<file path="src/mdc_regs_placeholder_none.sv">
`timescale 1ns/1ps
`default_nettype none
`default_nettype wire

</file>
<file path="src/mdc_pkg.sv">
package mdc_pkg;

    localparam int ADDR_W = 8;
    localparam int DATA_W = 8;
    localparam int TEMP_W = 16;
    localparam int CODE_W = 10;

    // Register offsets
    localparam logic [7:0] OFS_FS_LOW = 8'h18;
    localparam logic [7:0] OFS_FS_HIGH = 8'h19;
    localparam logic [7:0] OFS_TEMP_SETUP = 8'h1c;
    localparam logic [7:0] OFS_TEMP_LOW = 8'h1d;
    localparam logic [7:0] OFS_TEMP_HIGH = 8'h1e;
    localparam logic [7:0] OFS_PART_ID = 8'h1f;
    localparam logic [7:0] OFS_IRQ = 8'h20;
    localparam logic [7:0] OFS_ALIGN = 8'h21;
    localparam logic [7:0] OFS_FRAME = 8'h22;

    // Reset values
    localparam logic [7:0] RST_FS_LOW = 8'hf9;
    localparam logic [7:0] RST_FS_HIGH = 8'he1;
    localparam logic [7:0] RST_TEMP_SETUP = 8'h02;
    localparam logic [15:0] RST_TEMP = 16'h0000;
    localparam logic [7:0] RST_IRQ = 8'h00;
    localparam logic [7:0] RST_ALIGN = 8'h00;
    localparam logic [7:0] RST_FRAME = 8'h12;
    localparam logic [7:0] RD_UNMAPPED = 8'h00;

    // Writable bits; the others read back their reset value
    localparam logic [7:0] WMASK_FS_HIGH = 8'he3;
    localparam logic [7:0] WMASK_TEMP_SETUP = 8'h7f;
    localparam logic [7:0] WMASK_ALIGN = 8'h03;
    localparam logic [7:0] WMASK_FRAME = 8'h0f;

    // Field positions
    localparam int FS_HIGH_MSB = 1;
    localparam int BANDGAP_TRIM_MSB = 7;
    localparam int BANDGAP_TRIM_LSB = 5;
    localparam int TS_RANGE_MSB = 6;
    localparam int TS_RANGE_LSB = 4;
    localparam int TS_REF_MSB = 3;
    localparam int TS_REF_LSB = 1;
    localparam int TS_POWER_BIT = 0;
    localparam int ALIGN_EN_BIT = 0;
    localparam int ALIGN_EDGE_BIT = 1;
    localparam int FRAME_ARM_BIT = 3;
    localparam int FRAME_REPEAT_BIT = 2;
    localparam int FRAME_TGT_MSB = 1;

    localparam logic [1:0] TGT_FIFO = 2'h2;
    localparam logic [1:0] TGT_NONE = 2'h3;
    localparam logic [7:0] IRQ_TEST = 8'h00;
    localparam logic [7:0] IRQ_NORMAL = 8'h01;

    typedef struct packed {
        logic wr;
        logic rd;
        logic [ADDR_W-1:0] addr;
        logic [DATA_W-1:0] wdata;
    } mdc_reg_req_type;

    typedef struct packed {
        logic [CODE_W-1:0] fs_code;
        logic [2:0] bandgap_trim_code;
        logic [2:0] thermal_adc_range_current;
        logic [2:0] thermal_ref_current;
        logic thermal_power;
        logic [7:0] irq_mode_value;
        logic irq_normal;
        logic align_enable;
        logic align_falling_edge;
    } mdc_cfg_type;

    typedef enum logic [1:0] {
        FR_ARMED = 2'b01,
        FR_SPENT = 2'b10
    } mdc_frame_state_type;

endpackage

</file>
<file path="src/mdc_sync.sv">
`timescale 1ns/1ps
`default_nettype none
module mdc_sync #(
    parameter int WIDTH = 1
) (
    input wire logic clk_i,
    input wire logic rst_n_i,
    input wire logic [WIDTH-1:0] d_i,
    output logic [WIDTH-1:0] q_o
);
    // First stage is read only by the second stage
    genvar gi;
    generate
        for (gi = 0; gi < WIDTH; gi++) begin : g_bit
            logic meta;
            always_ff @(posedge clk_i or negedge rst_n_i) begin
                if (!rst_n_i) begin
                    meta <= 1'b0;
                    q_o[gi] <= 1'b0;
                end else begin
                    meta <= d_i[gi];
                    q_o[gi] <= meta;
                end
            end
        end
    endgenerate
endmodule
`default_nettype wire

</file>
<file path="src/mdc_frame_ctl.sv">
`timescale 1ns/1ps
`default_nettype none
module mdc_frame_ctl
    import mdc_pkg::*;
(
    input wire logic clk_i,
    input wire logic rst_n_i,
    input wire logic frame_pulse_i,
    input wire logic repeat_i,
    input wire logic [1:0] target_i,
    input wire logic rearm_i,
    output logic fifo_reset_o,
    output logic armed_o
);
    mdc_frame_state_type state, next_state;
    logic next_fifo_reset;
    logic act;

    // Continuous mode answers every pulse; one-shot only while armed
    assign act = frame_pulse_i && (state == FR_ARMED || repeat_i);
    assign armed_o = (state == FR_ARMED);

    always_comb begin
        next_state = state;
        // Reserved targets 00 and 01 reset nothing
        next_fifo_reset = act && (target_i == TGT_FIFO);
        case (state)
            FR_ARMED: begin
                if (act && !repeat_i && !rearm_i) begin
                    next_state = FR_SPENT;
                end
            end
            FR_SPENT: begin
                if (rearm_i) begin
                    next_state = FR_ARMED;
                end
            end
            default: next_state = FR_ARMED;
        endcase
    end

    always_ff @(posedge clk_i or negedge rst_n_i) begin
        if (!rst_n_i) begin
            state <= FR_ARMED;
            fifo_reset_o <= 1'b0;
        end else begin
            state <= next_state;
            fifo_reset_o <= next_fifo_reset;
        end
    end
endmodule
`default_nettype wire

</file>
<file path="src/mdc_regs.sv">
`timescale 1ns/1ps
`default_nettype none
// Behaviour
// - Full-scale code high bits from high register
// - Full-scale low byte register, resets 0xF9
// - Bandgap trim bits 7:5, resets all ones
// - Sensor range current bits 6:4, resets zero
// - Sensor reference current bits 3:1, resets one
// - Sensor powered only while enable bit set
// - 16-bit temperature readback, low then high
// - Interrupt mode: zero test, one normal
// - Sync enable bit 0, edge select bit 1
// - Arm write re-enables one-shot frame reset
// - One-shot mode: first frame pulse only
// - Continuous mode: every frame pulse resets
// - Target code 10 FIFO, 11 nothing
module mdc_regs
    import mdc_pkg::*;
#(
    // Arbitrary value, not tied to any real part
    parameter logic [7:0] PART_CODE = 8'h5c
) (
    input wire logic clk_i,
    input wire logic rst_n_i,
    input wire mdc_reg_req_type reg_req_i,
    output logic [DATA_W-1:0] reg_rdata_o,
    output logic reg_rvalid_o,
    input wire logic [TEMP_W-1:0] temp_value_i,
    input wire logic temp_valid_i,
    input wire logic frame_i,
    output mdc_cfg_type cfg_o,
    output logic fifo_reset_o,
    output logic frame_armed_o
);
    logic [1:0] rst_pipe;
    logic rst_n;
    logic [7:0] fs_low, next_fs_low;
    logic [7:0] fs_high, next_fs_high;
    logic [7:0] temp_setup, next_temp_setup;
    logic [TEMP_W-1:0] temp_val, next_temp_val;
    logic [7:0] temp_high_hold, next_temp_high_hold;
    logic [7:0] irq_mode, next_irq_mode;
    logic [7:0] align_ctl, next_align_ctl;
    logic [7:0] frame_ctl, next_frame_ctl;
    logic [7:0] next_rdata;
    logic rearm;
    logic frame_sync;
    logic frame_prev;
    logic frame_pulse;
    logic wr_fs_low, wr_fs_high, wr_temp_setup, wr_irq, wr_align, wr_frame;

    // Reset released through two flops so release is glitch free in this domain
    always_ff @(posedge clk_i or negedge rst_n_i) begin
        if (!rst_n_i) begin
            rst_pipe <= 2'b00;
        end else begin
            rst_pipe <= {rst_pipe[0], 1'b1};
        end
    end
    assign rst_n = rst_pipe[1];

    // Write decode
    always_comb begin
        wr_fs_low = 1'b0;
        wr_fs_high = 1'b0;
        wr_temp_setup = 1'b0;
        wr_irq = 1'b0;
        wr_align = 1'b0;
        wr_frame = 1'b0;
        if (!reg_req_i.wr) begin
            wr_fs_low = 1'b0;
        end else if (reg_req_i.addr == OFS_FS_LOW) begin
            wr_fs_low = 1'b1;
        end else if (reg_req_i.addr == OFS_FS_HIGH) begin
            wr_fs_high = 1'b1;
        end else if (reg_req_i.addr == OFS_TEMP_SETUP) begin
            wr_temp_setup = 1'b1;
        end else if (reg_req_i.addr == OFS_IRQ) begin
            wr_irq = 1'b1;
        end else if (reg_req_i.addr == OFS_ALIGN) begin
            wr_align = 1'b1;
        end else if (reg_req_i.addr == OFS_FRAME) begin
            wr_frame = 1'b1;
        end
    end

    // Only a written one rearms; writing zero leaves the one-shot state alone
    assign rearm = wr_frame && reg_req_i.wdata[FRAME_ARM_BIT];

    // Register next values
    always_comb begin
        next_fs_low = fs_low;
        next_fs_high = fs_high;
        next_temp_setup = temp_setup;
        next_irq_mode = irq_mode;
        next_align_ctl = align_ctl;
        next_frame_ctl = frame_ctl;
        next_temp_val = temp_val;
        next_temp_high_hold = temp_high_hold;
        if (wr_fs_low) begin
            next_fs_low = reg_req_i.wdata;
        end
        if (wr_fs_high) begin
            next_fs_high = (reg_req_i.wdata & WMASK_FS_HIGH) | (RST_FS_HIGH & ~WMASK_FS_HIGH);
        end
        if (wr_temp_setup) begin
            next_temp_setup = (reg_req_i.wdata & WMASK_TEMP_SETUP)
                | (RST_TEMP_SETUP & ~WMASK_TEMP_SETUP);
        end
        if (wr_irq) begin
            next_irq_mode = reg_req_i.wdata;
        end
        if (wr_align) begin
            next_align_ctl = (reg_req_i.wdata & WMASK_ALIGN) | (RST_ALIGN & ~WMASK_ALIGN);
        end
        if (wr_frame) begin
            next_frame_ctl = (reg_req_i.wdata & WMASK_FRAME) | (RST_FRAME & ~WMASK_FRAME);
        end
        // A powered-down sensor produces no samples worth keeping
        if (temp_valid_i && temp_setup[TS_POWER_BIT]) begin
            next_temp_val = temp_value_i;
        end
        // Reading the low byte freezes the high byte so the pair is coherent
        if (reg_req_i.rd && reg_req_i.addr == OFS_TEMP_LOW) begin
            // Snapshot the same sample whose low byte this read returns
            next_temp_high_hold = temp_val[TEMP_W-1:DATA_W];
        end
    end

    always_ff @(posedge clk_i or negedge rst_n) begin
        if (!rst_n) begin
            fs_low <= RST_FS_LOW;
            fs_high <= RST_FS_HIGH;
            temp_setup <= RST_TEMP_SETUP;
            temp_val <= RST_TEMP;
            temp_high_hold <= RST_TEMP[TEMP_W-1:DATA_W];
            irq_mode <= RST_IRQ;
            align_ctl <= RST_ALIGN;
            frame_ctl <= RST_FRAME;
        end else begin
            fs_low <= next_fs_low;
            fs_high <= next_fs_high;
            temp_setup <= next_temp_setup;
            temp_val <= next_temp_val;
            temp_high_hold <= next_temp_high_hold;
            irq_mode <= next_irq_mode;
            align_ctl <= next_align_ctl;
            frame_ctl <= next_frame_ctl;
        end
    end

    // Read data, returned one cycle after the strobe; unmapped reads give zero
    always_comb begin
        next_rdata = RD_UNMAPPED;
        if (reg_req_i.addr == OFS_FS_LOW) begin
            next_rdata = fs_low;
        end else if (reg_req_i.addr == OFS_FS_HIGH) begin
            next_rdata = fs_high;
        end else if (reg_req_i.addr == OFS_TEMP_SETUP) begin
            next_rdata = temp_setup;
        end else if (reg_req_i.addr == OFS_TEMP_LOW) begin
            next_rdata = temp_val[DATA_W-1:0];
        end else if (reg_req_i.addr == OFS_TEMP_HIGH) begin
            next_rdata = temp_high_hold;
        end else if (reg_req_i.addr == OFS_PART_ID) begin
            next_rdata = PART_CODE;
        end else if (reg_req_i.addr == OFS_IRQ) begin
            next_rdata = irq_mode;
        end else if (reg_req_i.addr == OFS_ALIGN) begin
            next_rdata = align_ctl;
        end else if (reg_req_i.addr == OFS_FRAME) begin
            next_rdata = frame_ctl;
        end
    end

    always_ff @(posedge clk_i or negedge rst_n) begin
        if (!rst_n) begin
            reg_rdata_o <= RD_UNMAPPED;
            reg_rvalid_o <= 1'b0;
        end else begin
            reg_rvalid_o <= reg_req_i.rd;
            if (reg_req_i.rd) begin
                reg_rdata_o <= next_rdata;
            end
        end
    end

    // Settings leave the block straight from their flops, except irq_normal, decoded from irq_mode
    assign cfg_o.fs_code = {fs_high[FS_HIGH_MSB:0], fs_low};
    assign cfg_o.bandgap_trim_code = fs_high[BANDGAP_TRIM_MSB:BANDGAP_TRIM_LSB];
    assign cfg_o.thermal_adc_range_current = temp_setup[TS_RANGE_MSB:TS_RANGE_LSB];
    assign cfg_o.thermal_ref_current = temp_setup[TS_REF_MSB:TS_REF_LSB];
    assign cfg_o.thermal_power = temp_setup[TS_POWER_BIT];
    assign cfg_o.irq_mode_value = irq_mode;
    assign cfg_o.irq_normal = (irq_mode == IRQ_NORMAL);
    assign cfg_o.align_enable = align_ctl[ALIGN_EN_BIT];
    assign cfg_o.align_falling_edge = align_ctl[ALIGN_EDGE_BIT];

    // Frame pin comes from outside this clock
    mdc_sync #(
        .WIDTH(1)
    ) u_frame_sync (
        .clk_i(clk_i),
        .rst_n_i(rst_n),
        .d_i(frame_i),
        .q_o(frame_sync)
    );

    always_ff @(posedge clk_i or negedge rst_n) begin
        if (!rst_n) begin
            frame_prev <= 1'b0;
        end else begin
            frame_prev <= frame_sync;
        end
    end
    assign frame_pulse = frame_sync && !frame_prev;

    mdc_frame_ctl u_frame_ctl (
        .clk_i(clk_i),
        .rst_n_i(rst_n),
        .frame_pulse_i(frame_pulse),
        .repeat_i(frame_ctl[FRAME_REPEAT_BIT]),
        .target_i(frame_ctl[FRAME_TGT_MSB:0]),
        .rearm_i(rearm),
        .fifo_reset_o(fifo_reset_o),
        .armed_o(frame_armed_o)
    );
endmodule
`default_nettype wire

</file>
<file path="config.mk">
export PLATFORM = sky130hd
export DESIGN_NAME = mdc_regs
export DESIGN_NICKNAME = d
export VERILOG_FILES = /design/src/mdc_regs_placeholder_none.sv /design/src/mdc_pkg.sv /design/src/mdc_sync.sv /design/src/mdc_frame_ctl.sv /design/src/mdc_regs.sv
export SDC_FILE = /design/constraint.sdc
export NUM_CORES = 1
export LEC_CHECK = 0
export BUFFER_PORTS_ARGS = -buffer_cell sky130_fd_sc_hd__buf_2
export CORE_ASPECT_RATIO = 0.6
export CORE_MARGIN = 8
export CORE_UTILIZATION = 54
export DETAILED_ROUTE_END_ITERATION = 10
export PLACE_DENSITY = 0.76
export SYNTH_ARGS = -nofsm -noshare
export SYNTH_HDL_FRONTEND = slang
export SYNTH_SLANG_ARGS = --single-unit
export TNS_END_PERCENT = 30
</file>
<file path="constraint.sdc">
create_clock -name clk_i -period 2.7 [get_ports clk_i]
set_input_delay 0 -clock clk_i [delete_from_list [all_inputs] [get_ports clk_i]]
set_output_delay 0 -clock clk_i [all_outputs]
set_load 0.1 [all_outputs]
</file>
Yosys cells after proc, flatten, opt, wreduce, memory -nomap -nowiden:

Index checks and enable logic that the tools add are counted.

* bits in registers: 75
* output and inout bits: 42
* word-level logic and storage cells: 83

* equality and inequality tests: 15
* muxes and demuxes: 39
* reduce and logical (&&, ||, !) cells: 13

Operators by type and width (number)
* 8-bit 2-to-1 mux: 7
* 8-bit by 5-bit == test with 1-bit output, second input constant: 6
* 1-bit 2-to-1 mux: 27
* 8-bit by 6-bit == test with 1-bit output, second input constant: 3
* 5-bit 2-to-1 mux: 2
* 8-bit by 1-bit == test with 1-bit output, second input constant: 1
* 1-bit logical AND: 8
* 2-bit == test, second input constant: 2
* 2-bit 2-to-1 mux: 2
* 2-bit by 1-bit != test with 1-bit output, second input constant: 2
* 2-bit one-hot mux with 2 select lines: 1
* 1-bit logical NOT: 3
* 2-bit by 1-bit == test with 1-bit output, second input constant: 1
* 2-bit AND reduction: 1
* 1-bit logical OR: 1

Longest topological paths before layout:

* word-level depth: 13
* gate-level depth with buffers: 6
* gate-level depth less buffers: 4

By module:

Synthesis repeated with hierarchy kept, for this count alone.

* cells, all modules: 266
* area, all modules: 3382.0 um2

By module, submodules not included
* mdc_regs: instances 1, cells an instance 254, area each 3198.1 um2
* mdc_frame_ctl: instances 1, cells an instance 10, area each 133.9 um2
* mdc_sync: instances 1, cells an instance 2, area each 50.0 um2

Least setup slack after synthesis:

OpenSTA, ideal clock, no wires.

* path type: register -> register
* from: register u_frame_ctl.state[0]
* to: register u_frame_ctl.fifo_reset_o
* arrival time: 2.225 ns
* path slack: 0.369 ns
* cell stages (with the launch flop): 4
* buffers on the path: 0
* path through: dfstp_2 -> nor2b_1 -> nor2_1 -> nor4b_1

* word-level cells in the longest chain between the ends: 4

Ends and longest elaborated chain
* start: declaration: line mdc_frame_ctl.sv:15 `mdc_frame_state_type state, next_state;`
* start signal: assignment: line mdc_frame_ctl.sv:47 `state <= next_state;`
* 2-bit by 1-bit == test with 1-bit output
* net frame_armed_o: line mdc_regs.sv:33 `output logic frame_armed_o`
* 1-bit logical OR: line mdc_frame_ctl.sv:20 `assign act = frame_pulse_i && (state == FR_ARMED || repeat_i);`
* 1-bit logical AND: line mdc_frame_ctl.sv:20
* 1-bit logical AND: line mdc_frame_ctl.sv:26 `next_fifo_reset = act && (target_i == TGT_FIFO);`
* net u_frame_ctl.next_fifo_reset: line mdc_frame_ctl.sv:16 `logic next_fifo_reset;`
* end signal: assignment: line mdc_frame_ctl.sv:48 `fifo_reset_o <= next_fifo_reset;`
* end: declaration: line mdc_frame_ctl.sv:12 `output logic fifo_reset_o,`

The timed path passes the listed nets, and every way through them passes these cells.
A chain may end at the register's enable or synchronous reset.

Worst setup path in the final report:

* from: input port reg_req_i[10] in the netlist's numbering
* to: register irq_mode[2]

* word-level cells in the longest chain between the ends: 6
* elaborated cells on any way between the ends: 9

Ends and longest elaborated chain
* start: declaration: line mdc_regs.sv:25 `input wire mdc_reg_req_type reg_req_i,`
* 8-bit by 6-bit == test with 1-bit output: line mdc_regs.sv:78 `end else if (reg_req_i.addr == OFS_IRQ) begin`
* 1-bit 2-to-1 mux: line mdc_regs.sv:78
* 1-bit 2-to-1 mux: line mdc_regs.sv:76 `end else if (reg_req_i.addr == OFS_TEMP_SETUP) begin`
* 1-bit 2-to-1 mux: line mdc_regs.sv:74 `end else if (reg_req_i.addr == OFS_FS_HIGH) begin`
* 1-bit 2-to-1 mux (*): line mdc_regs.sv:72 `end else if (reg_req_i.addr == OFS_FS_LOW) begin`
* 1-bit 2-to-1 mux (*): line mdc_regs.sv:70 `if (!reg_req_i.wr) begin`
* end signal: assignment: line mdc_regs.sv:146 `irq_mode <= next_irq_mode;`
* end: declaration: line mdc_regs.sv:42 `logic [7:0] irq_mode, next_irq_mode;`

Every way passes the cells marked *; elsewhere a longest branch is shown, timed or not.

==> flow_summary.ini <==
[placed_design]
place_ws_ns = 0.385
dp_hpwl_um = 6710
placed_cell_area_mm2 = 0.00399
gp_congestion = 0.848
portBuffers = 79

[sta]
slew_headroom = 0.412
fin_crit_ns = 2.00
setup_viol_count_final = 0
worst_slack_ns = 0.698
rsz0062_at_grt = no
worst_pin_slew_ns = 0.882
tns_ns = 0
post-route-period-util = 0.741
final_hold_viol_count = 0
fmax_mhz = 500
finalMaxSlewViolations = 0
clock_skew_ns = 0.00299

[synthesis]
synthDistinctLibCells = 49
synth_seq_cells = 75
syn_nets = 324
yosysWarnings = 0
yosysTopAreaCellShare = 0.439
yosysTopAreaCell = dfrtp_1
syn-cell-area_mm2 = 0.00353
seq_area_frac_synth = 0.536
avgSynthCellArea_um2 = 12.4
synth_top_cells_by_area = dfrtp_1 44%, mux2_2 18%, dfstp_2 9.7%
synthCells = 286

[clocking]
cts_resized = 0
numCtsBuffers = 9
cts_tree = done
htree_levels = 3
clkSinkCount = 75
cts_root_buf = clkbuf_8
cts.clk_slew.worst_paths_ns = 0.07
clock_latency_ns = 0.35
ctsLongestPathBuffers = 2

[setup_path]
r2r_start = temp_setup[0]
reg2reg_slack_ns = 1.08
crit_arrival_ns = 2.24
worstReg2RegEnd = temp_val[13]
crit_path_start_kind = input port
crit_required_ns = 2.94
ff2ff_path_depth = 2
max_stage_delay_ns = 0.75
crit_slowest_cell = or4b_1
crit_chain = buf_2 > or4b_1 > nor3_4 > nand3_1 > mux2_2
criticalPathCategory = input port to flip-flop
crit_path_max_fanout = 23
end_kind = flip-flop

[finish]
fillers = 458
syn_to_final_growth_pct = 25.4
layout_commonest_cell = buf_2
layout_common_cells = 79 x buf_2, 61 x dfrtp_1, 58 x mux2_2
drive_gt1_frac = 0.447
seq_area_mm2 = 0.00189
nets = 428
multi_input_area_mm2 = 0.00154
num_antenna_cells = 0
finalInstanceArea_mm2 = 0.00443

[drt]
ant_nets = 0
num_vias = 2778
totalWireLength_um = 9350
drt-vias-per-instance = 5.81
drcViolationCount = 0
first_pass_iters = 5
wl_per_cell_um = 19.6
drtIter0Drc = 204

[global_routing]
grt_pass1_vias = 2851
antenna_found_initial = 0
grt_max_degree = 74
grt_pass1_wl_um = 15300
overflow = 0
grt_util_all_layers = 0.207

[floorplan]
die_area_mm2 = 0.00947
die_h_um = 78.6
die_x_um = 120
core_mm2 = 0.00622
ios = 80
start_util = 0.568
rows = 22

[hold_path]
min-delay-start = reg_req_i[17]
hold_path_depth = 3
hp-class = input port to flip-flop
min_to = align_ctl[1]

[power]
cellLeakagePower_nw = 2.11
total_power_mw = 2.61
p_per_area_mw_per_mm2 = 588
peakVddDrop_v = 0.000586

[status]
status = completed

[flow_run]
maxCapViolations = 0
[power breakdown]
group          switching (mW)  internal (mW)  total, mW
sequential             0.0745           1.24       1.31
clock                   0.386          0.349      0.736
combinational           0.382          0.176      0.558
total                   0.843           1.76       2.61
[layout make-up]
type | count | share of cell area
tap | 84 | 0.0237
clock buffer | 12 | 0.0328
clock inverter | 3 | 0.00339
timing repair buffer | 110 | 0.158
inverter | 9 | 0.00762
multi-input combinational | 185 | 0.347
sequential | 75 | 0.428
[routing by layer]
layer,share of wire,up-vias,track usage
met5,0,-,0
met3,0.092,18,0.0850
li1,-,1264,-
met4,0.018,0,0.0607
met2,0.43,127,0.294
met1,0.46,1369,0.281
[cells in the mapped netlist, drive strengths merged]
library cell / count
o21ai: 6
nand2: 9
mux2i: 5
nand2b: 7
mux4: 2
or4b: 4
and3: 5
or3: 3
nand3: 9
nor3: 7
a221o: 1
inv: 9
o221ai: 1
a211oi: 3
or2b: 1
a21o: 2
o221a: 1
a31oi: 3
nor2: 8
o22ai: 8
o31a: 1
dfstp: 13
o211ai: 2
mux2: 58
conb: 1
nor4: 4
a41oi: 2
a221oi: 3
a21boi: 1
clkbuf: 9
a21oi: 5
nor4b: 3
o32a: 1
buf: 8
nand3b: 3
dfrtp: 62
nor2b: 10
o2111ai: 1
nand4b: 1
and2: 1
o2bb2ai: 2
and4: 1
[logic make-up (layout without fill, tap and decap cells)]
family                 count (synthesis)  count (layout)  share of synthesized area
AOI/OAI and AO/OA                     43              43                     0.0896
buffers and inverters                 26             134                     0.0301
DFF                                   75              75                      0.536
muxes                                 65              65                      0.212
other                                  1               1                    0.00106
and+or+nand+nor                       76              76                      0.131
[through the flow]
stage               utilization  hold WS (ns)  std cells
floorplan                     -        -0.296        286
global placement          0.641        -0.214        435
detailed placement        0.641        -0.212        435
CTS                       0.712        0.0913        478
global route              0.712         0.101        478
finish                    0.712         0.118        478
[state kept, by name (all words and copies together) (netlist names)]
signal / cells
rst_pipe: 2
u_frame_ctl.fifo_reset_o: 1
reg_rdata_o: 8
align_ctl: 2
u_frame_sync.q_o: 1
fs_low: 8
u_frame_ctl.state: 2
temp_setup: 7
irq_mode: 8
fs_high: 5
frame_ctl: 4
u_frame_sync.g_bit.meta: 1
temp_val: 16
frame_prev: 1
reg_rvalid_o: 1
temp_high_hold: 8
[critical path, delay by kind of cell]
kind	cells	cell delay, ns
and+or+nand+nor	3	1.55
muxes	1	0.45
buffers and inverters	1	0.23
[repair_timing]
action	CTS	global route
buffers inserted	0	0
endpoints found under the setup margin	0	0
hold endpoints to repair	56	0
hold buffers	28	0
[worst max-delay path by stage]
stage,start,to,slack (ns),depth (start not counted)
6_report,reg_req_i[10],irq_mode[2],0.70,5
5_1_grt,reg_req_i[10],irq_mode[2],0.62,5
4_1_cts,reg_req_i[10],irq_mode[0],0.77,5
3_5_place_dp,reg_req_i[10],irq_mode[0],0.38,5
3_3_place_gp,reg_req_i[10],irq_mode[7],0.44,5
2_1_floorplan,u_frame_ctl.state[0],u_frame_ctl.fifo_reset_o,0.37,3
Note: power is estimated with default switching activity, not from simulation.
